$ cat config.mk
export PLATFORM = sky130hd
export DESIGN_NAME = ufc_rx
export DESIGN_NICKNAME = d
export VERILOG_FILES = /design/src/hdl/ufc_fifo.v /design/src/hdl/ufc_rx.v
export VERILOG_INCLUDE_DIRS = /design/src /design/src/hdl
export SDC_FILE = /design/constraint.sdc
export NUM_CORES = 1
export LEC_CHECK = 0
export BUFFER_PORTS_ARGS = -buffer_cell sky130_fd_sc_hd__clkbuf_2
export CAP_MARGIN = 5
export CORE_ASPECT_RATIO = 0.5
export CORE_MARGIN = 2
export CORE_UTILIZATION = 35
export CTS_CLUSTER_SIZE = 25
export DETAILED_ROUTE_END_ITERATION = 6
export SETUP_SLACK_MARGIN = 0.15
export SLEW_MARGIN = 20
export SYNTH_ARGS = -nofsm -noshare
export SYNTH_HDL_FRONTEND = slang
export SYNTH_SLANG_ARGS = --single-unit
$ cat constraint.sdc
create_clock -name clock_i -period 3.2 [get_ports clock_i]
set_clock_uncertainty 0.2 [all_clocks]
set_input_delay 0.32 -clock clock_i [delete_from_list [all_inputs] [get_ports clock_i]]
set_output_delay 0.32 -clock clock_i [all_outputs]
set_load 0.01 [all_outputs]
$ cat src/hdl/ufc_defs.vh
`ifndef UFC_DEFS_VH
`define UFC_DEFS_VH
// serial modes held in the two mode bits
`define UFC_MODE_SHIFT    2'h0
`define UFC_MODE_UART8    2'h1
`define UFC_MODE_UART9F   2'h2
`define UFC_MODE_UART9V   2'h3
// serial control bit positions
`define UFC_SC_BIT_FE_M0  7
`define UFC_SC_BIT_M1     6
`define UFC_SC_BIT_MP     5
`define UFC_SC_BIT_REN    4
`define UFC_SC_BIT_TB8    3
`define UFC_SC_BIT_RB8    2
`define UFC_SC_BIT_TI     1
`define UFC_SC_BIT_RI     0
// power control bit position of frame error select
`define UFC_PC_BIT_FES    6
// reset values
`define UFC_RST_ADDR      8'h00
`define UFC_RST_MASK      8'h00
`define UFC_RST_SERIAL_CONTROL_REG      8'h00
// receive oversampling per bit
`define UFC_OVS           16
`define UFC_OVS_MID       4'h7
`define UFC_OVS_LAST      4'hF
// fifo shape
`define UFC_FIFO_W        9
`define UFC_FIFO_D        8
`define UFC_FIFO_AW       3
`endif

$ cat src/hdl/ufc_fifo.v
`timescale 1ns/1ps
`default_nettype none
// ****************************************
// small synchronous fifo
// ****************************************
module ufc_fifo #(
  parameter W  = 9,
  parameter D  = 8,
  parameter AW = 3
) (
  // clock and reset
  input  wire          clock_i,
  input  wire          reset_n_i,
  // write side
  input  wire          in_valid_i,
  output wire          in_ready_o,
  input  wire [W-1:0]  in_data_i,
  // read side
  output wire          out_valid_o,
  input  wire          out_ready_i,
  output wire [W-1:0]  out_data_o
);
  reg  [W-1:0]  mem_q [0:D-1];   // storage
  reg  [AW-1:0] wr_q;            // write pointer
  reg  [AW-1:0] rd_q;            // read pointer
  reg  [AW:0]   cnt_q;           // fill level
  wire          push;
  wire          pop;

  assign in_ready_o  = (cnt_q != D[AW:0]);
  assign out_valid_o = (cnt_q != {(AW+1){1'b0}});
  assign out_data_o  = mem_q[rd_q];
  assign push        = in_valid_i & in_ready_o;
  assign pop         = out_valid_o & out_ready_i;

  // storage write, no reset needed
  always @(posedge clock_i) begin
    if (push) begin
      mem_q[wr_q] <= in_data_i;
    end
  end

  // pointers and level
  always @(posedge clock_i or negedge reset_n_i) begin
    if (!reset_n_i) begin
      wr_q  <= {AW{1'b0}};
      rd_q  <= {AW{1'b0}};
      cnt_q <= {(AW+1){1'b0}};
    end else begin
      if (push) begin
        wr_q <= wr_q + 1'b1;
      end
      if (pop) begin
        rd_q <= rd_q + 1'b1;
      end
      if (push & ~pop) begin
        cnt_q <= cnt_q + 1'b1;
      end else if (pop & ~push) begin
        cnt_q <= cnt_q - 1'b1;
      end
    end
  end
endmodule
`default_nettype wire

$ cat src/hdl/ufc_rx.v
`timescale 1ns/1ps
`default_nettype none
`include "ufc_defs.vh"
// Operation
// - three async modes, duplex, separate rates
// - stop check when select set, and in mode 1 filtering
// - bad stop bit sets frame error
// - frame error sticky until software clear
// - checking moves done flag to stop
// - filtering on exactly when multiproc set in an async mode
// - address frames need match for done
// - mode 1: stop is ninth bit
// - accept individual or broadcast match
// - multiproc ignored in shift mode
// - mask zero bits are don't-care
// - broadcast is address OR mask
// - address and mask reset to zero
// - bit 7 is error or mode bit
module ufc_rx (
  // clock and reset
  input  wire        clock_i,
  input  wire        reset_n_i,
  // serial line and receive sample tick (16x bit rate)
  input  wire        rxd_i,
  input  wire        rx_tick_i,
  // software writes
  input  wire        serial_control_reg_wr_i,
  input  wire [7:0]  serial_control_reg_wdata_i,
  input  wire        power_control_reg_wr_i,
  input  wire [7:0]  power_control_reg_wdata_i,
  input  wire        addr_wr_i,
  input  wire        mask_wr_i,
  input  wire [7:0]  reg_wdata_i,
  // software view
  output wire [7:0]  serial_control_reg_o,
  output wire [7:0]  power_control_reg_o,
  output reg  [7:0]  node_address_byte_o,
  output reg  [7:0]  node_address_mask_o,
  output wire        frame_error_flag_o,
  output wire        receive_done_flag_o,
  // received data stream
  output wire        rx_valid_o,
  input  wire        rx_ready_i,
  output wire [8:0]  rx_data_o
);
  // ****************************************
  // state and register declarations
  // ****************************************
  localparam ST_IDLE  = 2'h0;
  localparam ST_START = 2'h1;
  localparam ST_DATA  = 2'h2;
  localparam ST_STOP  = 2'h3;

  reg  [2:0] sync_q;          // pin synchroniser
  reg        line_q;          // filtered line level
  reg  [1:0] state_q;         // receive state
  reg  [3:0] ovs_q;           // oversample counter
  reg  [3:0] bit_q;           // data bit index
  reg  [8:0] shift_q;         // received bits, lsb first
  reg        mode0_q;         // mode bit zero (shared bit 7)
  reg        mode1_q;         // mode bit one
  reg        mp_q;            // multiproc enable
  reg        ren_q;           // receive enable
  reg        tb8_q;           // transmit ninth bit
  reg        rb8_q;           // received ninth bit
  reg        ti_q;            // transmit flag, software owned here
  reg        ri_q;            // receive done flag
  reg        fe_q;            // frame error flag
  reg  [7:0] power_control_reg_q;          // power control bits
  reg        push_q;          // fifo push request
  reg  [8:0] push_data_q;     // fifo push data
  wire [1:0] mode;
  wire       fes;
  wire       fifo_rdy;
  wire       set_ri;
  wire       set_fe;
  wire [3:0] nbits;
  wire       mid;
  wire [7:0] rx_byte;
  wire       ninth;
  wire       stop_ok;
  wire       accept;
  wire       mp_on;           // filtering active
  wire       at_last;         // centre of last data bit
  wire       at_stop;         // centre of stop bit
  wire       stop_late;       // done waits for the stop bit
  wire       done_ev;         // frame finished
  wire [8:0] last_bit;        // last data bit in its slot
  wire [8:0] word;            // frame word, last bit folded in

  assign mode = {mode0_q, mode1_q};
  assign fes  = power_control_reg_q[`UFC_PC_BIT_FES];

  // ****************************************
  // address match functions
  // ****************************************
  // individual: masked bits must equal
  function match_ind;
    input [7:0] a;
    input [7:0] m;
    input [7:0] r;
    begin
      match_ind = (((r ^ a) & m) == 8'h00);
    end
  endfunction

  // broadcast: ones of a|m must be ones
  function match_bc;
    input [7:0] a;
    input [7:0] m;
    input [7:0] r;
    begin
      match_bc = (((a | m) & ~r) == 8'h00);
    end
  endfunction

  // ****************************************
  // line synchroniser
  // ****************************************
  always @(posedge clock_i or negedge reset_n_i) begin
    if (!reset_n_i) begin
      sync_q <= 3'h7;
      line_q <= 1'b1;
    end else begin
      sync_q <= {sync_q[1:0], rxd_i};
      // change counted once stages two and three agree
      if (sync_q[1] == sync_q[2]) begin
        line_q <= sync_q[2];
      end
    end
  end

  // ****************************************
  // receive framing
  // ****************************************
  // data bits: 8 in mode 1, 9 in modes 2 and 3
  assign nbits   = (mode == `UFC_MODE_UART8) ? 4'h8 : 4'h9;
  assign mid      = rx_tick_i & (ovs_q == `UFC_OVS_MID);
  assign at_last  = (state_q == ST_DATA) & mid & (bit_q == nbits - 4'h1);
  assign at_stop  = (state_q == ST_STOP) & mid;
  // the last data bit lands one edge late, so fold it in here
  assign last_bit = {8'h00, line_q} << bit_q;
  assign word     = shift_q | (at_last ? last_bit : 9'h000);
  assign rx_byte  = word[7:0];
  // mode 1: stop bit stands as ninth; not yet seen at last data bit, idle level taken
  assign ninth    = (mode == `UFC_MODE_UART8) ? (at_stop ? line_q : 1'b1) : word[8];
  assign stop_ok  = line_q;
  assign mp_on    = mp_q & (mode != `UFC_MODE_SHIFT);

  // decide whether the finished frame raises the done flag
  assign accept =
    !mp_on ? 1'b1 :
    (mode == `UFC_MODE_UART8) ?
      (ninth & stop_ok &
       (match_ind(node_address_byte_o, node_address_mask_o, rx_byte) |
        match_bc(node_address_byte_o, node_address_mask_o, rx_byte))) :
      (ninth &
       (match_ind(node_address_byte_o, node_address_mask_o, rx_byte) |
        match_bc(node_address_byte_o, node_address_mask_o, rx_byte)));

  // done fires at stop centre when checking, else at last data bit;
  // mode 1 filtering also waits for the stop, its ninth bit
  assign stop_late = fes | (mp_on & (mode == `UFC_MODE_UART8));
  assign done_ev   = stop_late ? at_stop : at_last;
  assign set_ri = done_ev & accept & fifo_rdy;
  assign set_fe = at_stop & fes & ~stop_ok;

  // receive state machine (shift mode is not received here)
  always @(posedge clock_i or negedge reset_n_i) begin
    if (!reset_n_i) begin
      state_q <= ST_IDLE;
      ovs_q   <= 4'h0;
      bit_q   <= 4'h0;
      shift_q <= 9'h000;
    end else begin
      case (state_q)
        ST_IDLE: begin
          // start on falling line when enabled in async mode
          if (rx_tick_i && !line_q && ren_q && mode != `UFC_MODE_SHIFT) begin
            state_q <= ST_START;
            ovs_q   <= 4'h0;
          end
        end
        ST_START: begin
          if (rx_tick_i) begin
            ovs_q <= ovs_q + 4'h1;
          end
          if (mid) begin
            // false start rejected at bit centre
            state_q <= line_q ? ST_IDLE : ST_DATA;
            bit_q   <= 4'h0;
            shift_q <= 9'h000;
          end
        end
        ST_DATA: begin
          if (rx_tick_i) begin
            ovs_q <= ovs_q + 4'h1;
          end
          if (mid) begin
            // shift in lsb first, landing bit in its slot
            shift_q[bit_q] <= line_q;
            bit_q          <= bit_q + 4'h1;
            if (bit_q == nbits - 4'h1) begin
              state_q <= ST_STOP;
            end
          end
        end
        ST_STOP: begin
          if (rx_tick_i) begin
            ovs_q <= ovs_q + 4'h1;
          end
          if (mid) begin
            state_q <= ST_IDLE;
          end
        end
        default: begin
          state_q <= ST_IDLE;
        end
      endcase
    end
  end

  // ****************************************
  // control registers and flags
  // ****************************************
  always @(posedge clock_i or negedge reset_n_i) begin
    if (!reset_n_i) begin
      mode0_q             <= 1'b0;
      mode1_q             <= 1'b0;
      mp_q                <= 1'b0;
      ren_q               <= 1'b0;
      tb8_q               <= 1'b0;
      rb8_q               <= 1'b0;
      ti_q                <= 1'b0;
      ri_q                <= 1'b0;
      fe_q                <= 1'b0;
      power_control_reg_q              <= 8'h00;
      node_address_byte_o <= `UFC_RST_ADDR;
      node_address_mask_o <= `UFC_RST_MASK;
      push_q              <= 1'b0;
      push_data_q         <= 9'h000;
    end else begin
      push_q <= 1'b0;
      if (power_control_reg_wr_i) begin
        power_control_reg_q <= power_control_reg_wdata_i;
      end
      if (addr_wr_i) begin
        node_address_byte_o <= reg_wdata_i;
      end
      if (mask_wr_i) begin
        node_address_mask_o <= reg_wdata_i;
      end
      if (serial_control_reg_wr_i) begin
        // bit 7 routes to error flag or mode bit
        if (fes) begin
          fe_q <= serial_control_reg_wdata_i[`UFC_SC_BIT_FE_M0];
        end else begin
          mode0_q <= serial_control_reg_wdata_i[`UFC_SC_BIT_FE_M0];
        end
        mode1_q <= serial_control_reg_wdata_i[`UFC_SC_BIT_M1];
        mp_q    <= serial_control_reg_wdata_i[`UFC_SC_BIT_MP];
        ren_q   <= serial_control_reg_wdata_i[`UFC_SC_BIT_REN];
        tb8_q   <= serial_control_reg_wdata_i[`UFC_SC_BIT_TB8];
        rb8_q   <= serial_control_reg_wdata_i[`UFC_SC_BIT_RB8];
        ti_q    <= serial_control_reg_wdata_i[`UFC_SC_BIT_TI];
        ri_q    <= serial_control_reg_wdata_i[`UFC_SC_BIT_RI];
      end
      // hardware sets win over software clears
      if (set_fe) begin
        fe_q <= 1'b1;
      end
      if (set_ri) begin
        ri_q        <= 1'b1;
        rb8_q       <= ninth;
        push_q      <= 1'b1;
        push_data_q <= {ninth, rx_byte};
      end
    end
  end

  // ****************************************
  // outputs and fifo
  // ****************************************
  assign serial_control_reg_o = {(fes ? fe_q : mode0_q), mode1_q, mp_q, ren_q,
                                 tb8_q, rb8_q, ti_q, ri_q};
  assign power_control_reg_o  = power_control_reg_q;
  assign frame_error_flag_o   = fe_q;
  assign receive_done_flag_o  = ri_q;

  ufc_fifo #(
    .W  (`UFC_FIFO_W),
    .D  (`UFC_FIFO_D),
    .AW (`UFC_FIFO_AW)
  ) u_fifo (
    .clock_i     (clock_i),
    .reset_n_i   (reset_n_i),
    .in_valid_i  (push_q),
    .in_ready_o  (fifo_rdy),
    .in_data_i   (push_data_q),
    .out_valid_o (rx_valid_o),
    .out_ready_i (rx_ready_i),
    .out_data_o  (rx_data_o)
  );
endmodule
`default_nettype wire

### Yosys cells after proc, flatten, opt, wreduce, memory -nomap -nowiden

Memories as Yosys holds them, arrays and structs flattened.
Index checks and enable logic that the tools add are counted.

| operators by class | value |
|---|---|
| add/sub/neg operators | 7 |
| $lt $le $gt $ge | 2 |
| equality and inequality tests | 14 |
| shifts and indexed selects | 1 |
| muxes and demuxes | 39 |
| bitwise operators | 29 |
| reductions and logical operators | 21 |

Operator list:

| kind | number |
|---|---|
| 9-bit 2-to-1 mux | 3 |
| 4-bit 2-to-1 mux | 6 |
| 1-bit 2-to-1 mux | 18 |
| 9-bit one-hot mux with 2 select lines | 1 |
| 1-bit AND | 17 |
| 8-bit AND | 2 |
| 8-bit zero test | 2 |
| 4-bit one-hot mux with 2 select lines | 2 |
| 4-bit by 1-bit adder with 4-bit output, second input constant | 3 |
| 2-bit 2-to-1 mux | 6 |
| 2-bit nonzero test | 6 |
| 9-bit bitwise mux | 1 |
| 9-bit OR | 1 |
| 1-bit by 4-bit << shifter with 9-bit output | 1 |
| 2-bit inequality test, second input constant | 4 |
| 8-bit NOT | 1 |
| 8-bit OR | 1 |
| 2-bit one-hot mux with 4 select lines | 1 |
| 4-bit by 1-bit subtractor with 4-bit output, second input constant | 2 |
| 8-bit XOR | 1 |
| 3-bit by 1-bit adder with 3-bit output, second input constant | 2 |
| 2-bit AND reduction | 3 |
| 4-bit by 5-bit < comparator with 1-bit output, second input constant | 1 |
| 5-bit AND reduction | 1 |
| 17 further kinds | 27 |

| word-level totals | value |
|---|---|
| register bits after elaboration | 76 |
| RAM bits | 72 |
| output and inout bits | 44 |
| word-level logic and storage cells | 137 |
| memories kept | 1 |

Memory list:

| memory | words | bits a word | read ports | clocked after Yosys merged registers in | write ports | line | source |
|---|---|---|---|---|---|---|---|
| u_fifo.mem_q | 8 | 9 | 1 | 0 | 1 | ufc_fifo.v:23 | `reg [W-1:0] mem_q [0:D-1];` |

### Logic depth before layout (Yosys ltp)

Gate-level depths: netlist of run 1.

| depth | value |
|---|---|
| depth in word-level cells | 17 |
| depth in mapped cells | 12 |

### By module

Synthesis of run 1 repeated with hierarchy kept, for this count alone.

| second synthesis, totals | value |
|---|---|
| cell total of the unflattened synthesis | 438 |
| area total of the unflattened synthesis | 6,593.8 um^2 |

Modules (own cells, without submodules):

| module | times used | cells an instance | area each (um^2) | sequential area each (um^2) |
|---|---|---|---|---|
| ufc_fifo | 1 | 166 | 3,417.0 | 2,412.3 |
| ufc_rx | 1 | 272 | 3,176.8 | 1,656.6 |

### Worst setup path before layout of run 1

No wires, ideal clock.

| path | value |
|---|---|
| kind | register to register |
| start | reg u_fifo.cnt_q[0] |
| end | reg u_fifo.cnt_q[3] |
| arrival | 2.179 ns |
| required time | 2.875 ns |
| path slack | 0.696 ns |
| stages on the path, launching flop included | 13 |
| cell sequence | dfrtp_1 nor3_1 nand2_1 nand2_1 inv_1 ha_1 inv_1 ha_1 a21o_1 a21oi_1 xnor2_1 nor2_1 xor2_1 |

| between the ends | value |
|---|---|
| cells in the longest elaborated chain, start to end | 5 |
| elaborated cells on any way between the ends | 13 |
| those cells by class | add/sub (2); eq/ne (1); mux (2); bitwise (6); reduce/logical (2) |

Ends and longest elaborated chain:

| element | line | source |
|---|---|---|
| start, declared | ufc_fifo.v:26 | `reg [AW:0] cnt_q;` |
| start signal, assigned | ufc_fifo.v:48 | `cnt_q <= {(AW+1){1'b0}};` |
| start signal, assigned | ufc_fifo.v:57 | `cnt_q <= cnt_q + 1'b1;` |
| start signal, assigned | ufc_fifo.v:59 | `cnt_q <= cnt_q - 1'b1;` |
| 4-bit inequality test * | ufc_fifo.v:30 | `assign in_ready_o = (cnt_q != D[AW:0]);` |
| 1-bit AND * | ufc_fifo.v:33 | `assign push = in_valid_i & in_ready_o;` |
| via u_fifo.push | ufc_fifo.v:27 | `wire push;` |
| 1-bit NOT | ufc_fifo.v:58 | `end else if (pop & ~push) begin` |
| 1-bit AND | ufc_fifo.v:58 |  |
| 2-bit nonzero test (no line) | n/a |  |

Mark *: on every way through the listed nets, which the timed path passes. The rest lies on a longest branch. The select of a mux whose other input is x is not followed.
A chain may end at the register's enable or synchronous reset.

### Worst setup path after layout of run 1

Ends and elaborated chain as after synthesis.

==> metrics.cfg, run 1 <==
[sta]
whs_ns=0.06575
setup_viol=0
setup_tns_ns=0
slew_violations=0
worst_pin_slew_ns=0.6130
finalHoldViolations=0
fin_crit_ns=2.761
layout_setup_ws_ns=0.4387
fmax_mhz=362.2
relSlewSlack_pct=58.82
rsz0062_at_grt=no
fin_crit_sh_pct=86.29

[grt]
grt_pass1_vias=3937
antenna_found_initial=0
grt_pass1_wl_mm=21.37
use_met2_pct=22.94
busiest_layer=met2
grtUsageMet3_pct=3.461
grt_usage_pct=14.18
grt_overflow_total=0
grt_max_degree=77
met1_usage_pct=18.98

[detailed_routing]
vias_per_cell=4.865
vias=3965
dr.first_iter.drc_count=192
wire_per_inst_um=15.93
ant_nets=0
drt_first_pass_iters=4
routed_wl_mm=12.98
drcViolationCount=0

[run_status]
status=complete, no violations

[clock_network]
clkSinkCount=148
clkTransAtPathRegs_ns=0.07
htreeDepth=4
cts_buffers=17
root_buffer=clkbuf_16
clk_latency_ns=0.42
clockBufferDepth=2
cts_tree=yes

[cells_and_area]
drive_above_1_share_pct=35.65
multi_input_area_sq_mm=0.002243
layout.nets=606
final_common_cell=clkbuf_2
regArea_sq_mm=0.004069
n_antenna_cell=0
fill_cells=1627
layout_common_cells=75 x clkbuf_2, 72 x dfrtp_1, 72 x edfxtp_1
syn2layout_area_growth_pct=24.11
final_cells=815

[power_and_ir_drop]
total_leakage_power_nw=3.444
ir_drop_uv=314.6
power.density_mw_per_mm2=650.6

[yosys]
yosysTopAreaCell=edfxtp_1
yosys_register_bits=148
netlist_area_sq_mm=0.006472
synth_seq_area_share_pct=62.86
synth_top_area_share_pct=33.40
synth_edf_count=72
synth_flop_cell=edfxtp_1
yosys_warnings=0
synthArstFlopShare_pct=51.35
synthCells=448
syn_nets=492
syn_area_per_cell_sq_um=14.45
synth_cell_type_count=55
yosys-top-cells-area=edfxtp_1 33%, dfrtp_1 28%, mux2_2 7.8%, mux4_2 6.3%, nand2_1 2.6%

[worst_setup_path]
cp.buffers_inverters=2
start_kind=flop
crit_fanout=7
crit_path_max_incr_delay_ns=0.44
crit_slowest_cell=dfrtp_1
crit_family=simple AND/OR/NAND/NOR gates
cp_cell_sequence=nor3_1 > nand2_1 > nand2_1 > inv_1 > ha_1 > inv_1 > ha_1 > a21o_1 > a21oi_1 > xnor2_1 > nor2_1 > xor2_1
arrival_ns=2.87
worst_ep_required_time_ns=3.31
cp-end-kind=flop
worstSetupPathType=flop to flop

[placed_design]
io_buffers=76
post-place-cells=755
place_worst_setup_slack_ns=0.4445
dpl.hpwl_mm=8.386
place_congestion=0.7909

[floorplanning]
rows=35
die-area_sq_mm=0.01966
coreArea_sq_mm=0.01826
io_pins=77
die_h_um=100.2
initial_utilization_pct=35.44
die_width_um=196.3

[hold_path]
hp-class=input port to flop

[flow_run]
maxCapViolCount=0

-- routing by layer --
| layer | share of wire [%] | routed length, um |
|---|---|---|
| met1 | 47 | 6083 |
| met2 | 49 | 6316 |
| met3 | 3.2 | 420 |
| met4 | 1.2 | 158 |
| met5 | 0 | 0 |
-- through the flow --
step / util [%] / instance area (sq um) / total power [mW]
finish: 43.99 / 8033 / 5.226
global route: 43.99 / 8033 / 5.510
CTS: 43.88 / 8013 / 5.292
detailed placement: 39.07 / 7134 / 3.268
global placement: 39.07 / 7134 / 3.239
floorplan: - / 6472 / 2.980
-- cell type report --
| class | count | area share (%) |
|---|---|---|
| Clock buffer | 17 | 5.296 |
| Tap cell | 240 | 3.738 |
| Multi-Input combinational cell | 267 | 27.93 |
| Inverter | 11 | 0.5140 |
| Timing Repair Buffer | 117 | 9.595 |
| Sequential cell | 148 | 50.65 |
| Clock inverter | 15 | 2.274 |
-- cell usage after synthesis, types with 3 or more instances --
library cell  instances
xnor2_1               7
nand3_1               6
inv_1                11
nor3_1                8
mux2i_1               7
o21ai_0              23
mux4_2               18
dfrtp_1              72
mux2_4                5
a21oi_1              18
ha_1                 10
a211oi_1              3
nand2b_1              5
edfxtp_1             72
xor2_1                9
nand2_1              45
nor2b_1               5
clkbuf_1             11
nor2_1               14
mux2_2               45
a22oi_1               4
buf_4                 7
dfstp_2               4
-- where the power goes --
group	internal, mW	total (mW)	switching [mW]	leakage, nW
combinational	0.462	0.918	0.456	1.45
clock	1.06	1.99	0.931	0.293
sequential	2.13	2.32	0.190	1.70
total	3.65	5.23	1.58	3.44
-- repair_timing --
item | 4_1_cts | 5_1_grt
gates resized for setup | 0 | 0
hold buffers | 27 | 0
endpoints found under the hold margin | 107 | 0
setup buffers | 0 | 0
-- flip-flops by register name (all words and copies together) (netlist names), 3 cells and up, named ones only --
| name | count |
|---|---|
| u_fifo.cnt_q | 4 |
| ovs_q | 4 |
| power_control_reg_o | 8 |
| bit_q | 4 |
| shift_q | 9 |
| push_data_q | 9 |
| u_fifo.wr_q | 3 |
| u_fifo.mem_q | 72 |
| node_address_byte_o | 8 |
| sync_q | 3 |
| u_fifo.rd_q | 3 |
| node_address_mask_o | 8 |
-- worst paths after layout --
kind / cells past startpoint / slack (ns) / end / from
setup reg to reg: 12 / 0.44 / u_fifo.cnt_q[3]$_DFFE_PN0P_ / u_fifo.cnt_q[0]$_DFFE_PN0P_
min in group asynchronous: 2 / 0.21 / power_control_reg_o[6]$_DFFE_PN0P_ / reset_n_i
hold reg to reg: 0 / 0.16 / sync_q[1]$_DFF_PN1_ / sync_q[0]$_DFF_PN1_
max in group asynchronous: 3 / 1.97 / line_q$_DFFE_PN1N_ / reset_n_i
hold / removal: 4 / 0.07 / ovs_q[2]$_DFFE_PN0P_ / rx_tick_i
setup / recovery: 12 / 0.44 / u_fifo.cnt_q[3]$_DFFE_PN0P_ / u_fifo.cnt_q[0]$_DFFE_PN0P_
-- tightest hold or removal path: cells and delay by family --
kind,cells,cell delay (ns)
buffers and inverters,1,0.10
and+or+nand+nor,2,0.17
AOI/OAI and AO/OA,1,0.05
-- logic make-up (layout without fill, tap and decap cells) --
| family | after synthesis | after routing | synth area share (%) |
|---|---|---|---|
| xor+xnor | 16 | 16 | 2.165 |
| simple gates | 100 | 100 | 7.675 |
| mux | 75 | 75 | 16.33 |
| buf+inv | 33 | 160 | 2.474 |
| flops | 148 | 148 | 62.86 |
| fa+ha+maj | 12 | 12 | 2.397 |
| compound gates | 64 | 64 | 6.089 |
(Power assumes the default switching activity.)
==> run 2, diff against run 1 <==
CORE_UTILIZATION = 55   (was 35)
PLACE_DENSITY = 0.76   (was not set)
==> metrics.cfg, run 2 (synthesized netlist as in run 1, its figures left out) <==
[run_status]
status=complete, no violations

[detailed_routing]
ant_nets=0
vias=4083
vias_per_cell=5.585
wire_per_inst_um=17.65
dr.first_iter.drc_count=289
drt_first_pass_iters=5
routed_wl_mm=12.90
drcViolationCount=0

[sta]
slew_violations=0
relSlewSlack_pct=36.62
finalHoldViolations=0
fmax_mhz=355.6
fin_crit_sh_pct=87.88
rsz0062_at_grt=no
fin_crit_ns=2.812
setup_tns_ns=0
worst_pin_slew_ns=0.9507
setup_viol=0

[cells_and_area]
drive_above_1_share_pct=35.49
largest_register_ffs=72
final_common_cell=clkbuf_2
multi_input_area_sq_mm=0.002243
regArea_sq_mm=0.004069
syn2layout_area_growth_pct=21.65
final_cells=731
n_antenna_cell=0
fill_cells=767
layout.nets=603
regMostFlops=u_fifo.mem_q
layout_common_cells=75 x clkbuf_2, 72 x dfrtp_1, 72 x edfxtp_1
top_regs=u_fifo.mem_q (72), push_data_q (9), shift_q (9)

[clock_network]
clkTransAtPathRegs_ns=0.06
root_buffer=clkbuf_16
cts_tree=yes
clkSinkCount=148
htreeDepth=4
clk_latency_ns=0.41
cts_setup_buffers=0
cts_buffers=17
clockBufferDepth=2

[grt]
grt_usage_pct=22.14
grt_max_degree=77
grt_pass1_vias=4071
grt_overflow_total=0
grt_pass1_wl_mm=20.93
antenna_found_initial=0

[power_and_ir_drop]
total_leakage_power_nw=3.416
totalPowerFinal_mw=5.220
power.density_mw_per_mm2=662.9
ir_drop_uv=377.2

[worst_setup_path]
crit_fanout=14
arrival_ns=2.91
crit_path_max_incr_delay_ns=0.41
worstSetupPathType=flop to flop
start_kind=flop
cp-end-kind=flop
cp_cell_sequence=ha_1 > and4b_1 > and3_4 > a21oi_1 > a211oi_1 > o31ai_2 > buf_4 > mux2_2
worst_ep_required_time_ns=3.30
crit_slowest_cell=dfrtp_1

[floorplanning]
io_pins=77
rows=27
die_h_um=80.71
die_width_um=157.4
die-area_sq_mm=0.01271
initial_utilization_pct=57.71
coreArea_sq_mm=0.01122

[placed_design]
io_buffers=76
dpl.hpwl_mm=8.237
post-place-cells=673
place_congestion=0.8371

[flow_run]
maxCapViolCount=0

[hold_path]
hp-class=input port to flop

==> run 2: changes by cell type in the layout (fill, tap and decap cells not counted) <==
cell and delta:
clkinvlp_4 +2, bufinv_16 +1, dlygate4sd3_1 -1, inv_8 +1, clkinv_8 -5, clkinv_2 +1
clkinv_4 -3, buf_12 -1, inv_6 +3, buf_4 -1
==> run 2: where the power goes <==
part           switching (mW)  internal (mW)  leakage, nW  total [mW]
clock network           0.869           1.11        0.284        1.98
logic                   0.464          0.458         1.43       0.922
registers               0.187           2.13         1.70        2.32
==> run 2: layer usage <==
layer | global-route usage (%) | up-vias | share of wire [%]
li1 | - | 1878 | -
met1 | 29.88 | 2060 | 44
met2 | 36.38 | 127 | 49
met3 | 5.073 | 18 | 5.4
met4 | 7.091 | 0 | 1.1
met5 | 0 | - | 0
==> run 2: area by class of cell <==
| cell class | count | area share (%) |
|---|---|---|
| clock buffers | 17 | 5.403 |
| multi-input cells | 267 | 28.49 |
| flip-flops and latches | 148 | 51.68 |
| inverters | 11 | 0.5244 |
| well taps | 159 | 2.527 |
| repair buffers | 114 | 9.312 |
| clock inverters | 15 | 2.066 |
==> run 2: critical path, delay by kind of cell, from the launching register on <==
kind	cells	cell delay, ns
simple gates	2	0.64
compound gates	3	0.56
buf+inv	1	0.27
mux	1	0.36
fa+ha+maj	1	0.24
flops	1	0.41
==> run 2: repair_timing <==
item,4_1_cts,5_1_grt
hold buffers,26,0
gates resized for setup,0,0
hold endpoints to repair,106,0
==> run 2: final timing paths <==
kind,end,cells past startpoint,slack [ns],from
min reg2reg,sync_q[1]$_DFF_PN1_,0,0.16,sync_q[0]$_DFF_PN1_
min in group asynchronous,power_control_reg_o[3]$_DFFE_PN0P_,2,0.40,reset_n_i
max,push_data_q[0]$_DFFE_PN0P_,8,0.39,ovs_q[0]$_DFFE_PN0P_
max reg2reg,push_data_q[0]$_DFFE_PN0P_,8,0.39,ovs_q[0]$_DFFE_PN0P_
max in group asynchronous,node_address_mask_o[1]$_DFFE_PN0P_,2,1.77,reset_n_i
min,rb8_q$_DFFE_PN0P_,3,0.04,serial_control_reg_wdata_i[2]
==> run 2: metrics by stage <==
step | worst slack, ns | utilization (%) | hold WS (ns) | instance area [sq um]
6_report | 0.3879 | 70.20 | 0.04082 | 7874
5_1_grt | 0.1740 | 70.20 | 0.09611 | 7874
4_1_cts | 0.3804 | 70.20 | 0.03628 | 7874
3_5_place_dp | 0.4255 | 62.64 | 0.1489 | 7025
3_3_place_gp | 0.4998 | 62.64 | 0.1487 | 7025
2_1_floorplan | 0.6955 | - | -0.1756 | 6472
==> run 3, diff against run 2 <==
CORE_UTILIZATION = 40   (was 55)
PLACE_DENSITY = not set   (was 0.76)
==> metrics.cfg, run 3 (synthesized netlist as in run 1, its figures left out) <==
[run_status]
status=complete, no violations

[power_and_ir_drop]
internal-power_mw=3.645
p_sw_mw=1.555
total_leakage_power_nw=3.430
combPwrFrac_pct=17.1
ir_drop_uv=263.3
power.density_mw_per_mm2=653.7
totalPowerFinal_mw=5.200
seq_power_share_pct=45.1
p_clk_share_pct=37.9
p_sw_share_pct=29.90

[clock_network]
clk_latency_ns=0.42
cts_buffers=17
clockBufferDepth=2
cts_setup_buffers=0
clkSinkCount=148
clkTransAtPathRegs_ns=0.07
htreeDepth=4
cts_tree=yes
root_buffer=clkbuf_16
cts_repair_resize_count=0

[cells_and_area]
largest_register_ffs=72
regArea_sq_mm=0.004069
multi_input_area_sq_mm=0.002243
n_antenna_cell=0
final_cells=777
fin_util_pct=50.95
regMostFlops=u_fifo.mem_q
fill_cells=1374
final_common_cell=clkbuf_2
syn2layout_area_growth_pct=22.91
layout_common_cells=75 x clkbuf_2, 72 x dfrtp_1, 72 x edfxtp_1
drive_above_1_share_pct=35.60
layout.nets=604
top_regs=u_fifo.mem_q (72), push_data_q (9), shift_q (9)

[worst_setup_path]
crit_path_max_incr_delay_ns=0.43
crit_fanout=7
rrSetupSlack_ns=0.43
worst_ep_required_time_ns=3.30
arrival_ns=2.87
start_kind=flop
cp-end-kind=flop
crit_slowest_cell=dfrtp_1
worstSetupPathType=flop to flop
rr_startpoint=u_fifo.cnt_q[0]$_DFFE_PN0P_
cp_cell_sequence=nor3_1 > nand2_1 > nand2_1 > inv_1 > ha_1 > inv_1 > ha_1 > a21o_1 > a21oi_1 > xnor2_1 > nor2_1 > xor2_1
r2r_cells=12
r2r-end=u_fifo.cnt_q[3]$_DFFE_PN0P_

[detailed_routing]
vias=3921
ant_nets=0
drcViolationCount=0
vias_per_cell=5.046
routed_wl_mm=12.51
routed-wl-met2_mm=5.698
route.met3.wl_um=397
wl_met1_mm=6.319
top_layer=met4
wire_per_inst_um=16.10
dr.first_iter.drc_count=367
drt_first_pass_iters=4

[grt]
grt_usage_pct=15.60
antenna_found_initial=0
grt_max_degree=77
grt_pass1_vias=3906
grt_pass1_wl_mm=20.68
grt_overflow_total=0

[hold_path]
min_path_cells=3
min_to=rb8_q$_DFFE_PN0P_
min-delay-start=serial_control_reg_wdata_i[2]
hp-class=input port to flop

[placed_design]
post-place-cells=719
place_worst_setup_slack_ns=0.4567
place_congestion=0.8066
io_buffers=76
dpl.hpwl_mm=8.345

[sta]
slew_violations=0
setup_tns_ns=0
layout_setup_ws_ns=0.4311
fmax_mhz=361.2
fin_crit_sh_pct=86.53
setup_viol=0
worst_pin_slew_ns=0.9509
finalHoldViolations=0
rsz0062_at_grt=no
relSlewSlack_pct=36.61
fin_crit_ns=2.769

[floorplanning]
rows=32
die_h_um=93.95
io_pins=77
coreArea_sq_mm=0.01562
initial_utilization_pct=41.45
die-area_sq_mm=0.01728
die_width_um=183.9

[flow_run]
maxCapViolCount=0

run 3: changes by cell type in the layout (fill, tap and decap cells not counted):
cell and change:
buf_4 +1, bufinv_16 -1, clkinv_2 -1, clkinv_4 +1, clkinv_8 +5, clkinvlp_4 -2, inv_8 -2
run 3: how the worst max path moves through the flow:
| stage | startpoint | end | depth (start not counted) |
|---|---|---|---|
| floorplan | u_fifo.cnt_q[0]$_DFFE_PN0P_ | u_fifo.cnt_q[3]$_DFFE_PN0P_ | 12 |
| finish | u_fifo.cnt_q[0]$_DFFE_PN0P_ | u_fifo.cnt_q[3]$_DFFE_PN0P_ | 12 |
| global route | u_fifo.cnt_q[0]$_DFFE_PN0P_ | u_fifo.cnt_q[3]$_DFFE_PN0P_ | 12 |
| detailed placement | u_fifo.cnt_q[0]$_DFFE_PN0P_ | u_fifo.cnt_q[3]$_DFFE_PN0P_ | 12 |
| CTS | u_fifo.cnt_q[0]$_DFFE_PN0P_ | u_fifo.cnt_q[3]$_DFFE_PN0P_ | 12 |
| global placement | u_fifo.cnt_q[0]$_DFFE_PN0P_ | u_fifo.cnt_q[3]$_DFFE_PN0P_ | 12 |
run 3: layout make-up:
cell class | count | share of cell area, %
clock buffers | 17 | 5.348
inverters | 11 | 0.5190
well taps | 204 | 3.209
repair buffers | 115 | 9.311
clock inverters | 15 | 2.265
flip-flops and latches | 148 | 51.15
multi-input cells | 267 | 28.20
run 3: routing by layer:
metal / vias up / global-route usage (%)
met4: 0 / 4.867
met3: 9 / 2.907
met1: 1945 / 22.72
li1: 1890 / -
met5: - / 0
met2: 77 / 23.81
run 3: critical path, delay by kind of cell, from the launching register on:
| kind | cells | cell delay [ns] |
|---|---|---|
| simple gates | 4 | 0.69 |
| compound gates | 2 | 0.34 |
| fa+ha+maj | 2 | 0.46 |
| xor+xnor | 2 | 0.27 |
| flops | 1 | 0.43 |
| buf+inv | 2 | 0.24 |
run 3: metrics by stage:
| step | area, sq um | hold slack, ns |
|---|---|---|
| after floorplan | 6472 | -0.1756 |
| final | 7955 | 0.03169 |
| after detailed placement | 7089 | 0.1478 |
| after global routing | 7955 | 0.09893 |
| after CTS | 7955 | 0.02250 |
| after global placement | 7089 | 0.1464 |
run 3: power groups by stage:
| stage | sequential [mW] | clock, mW | combinational [mW] |
|---|---|---|---|
| floorplan | 2.30 | 0 | 0.682 |
| global placement | 2.38 | 0 | 0.870 |
| detailed placement | 2.38 | 0 | 0.879 |
| CTS | 2.35 | 2.02 | 0.908 |
| global route | 2.37 | 2.10 | 0.998 |
| finish | 2.34 | 1.97 | 0.888 |
run 3: timing repair:
action,in CTS,in global routing
hold endpoints to repair,106,0
hold buffers,26,0
setup endpoints to repair,0,0
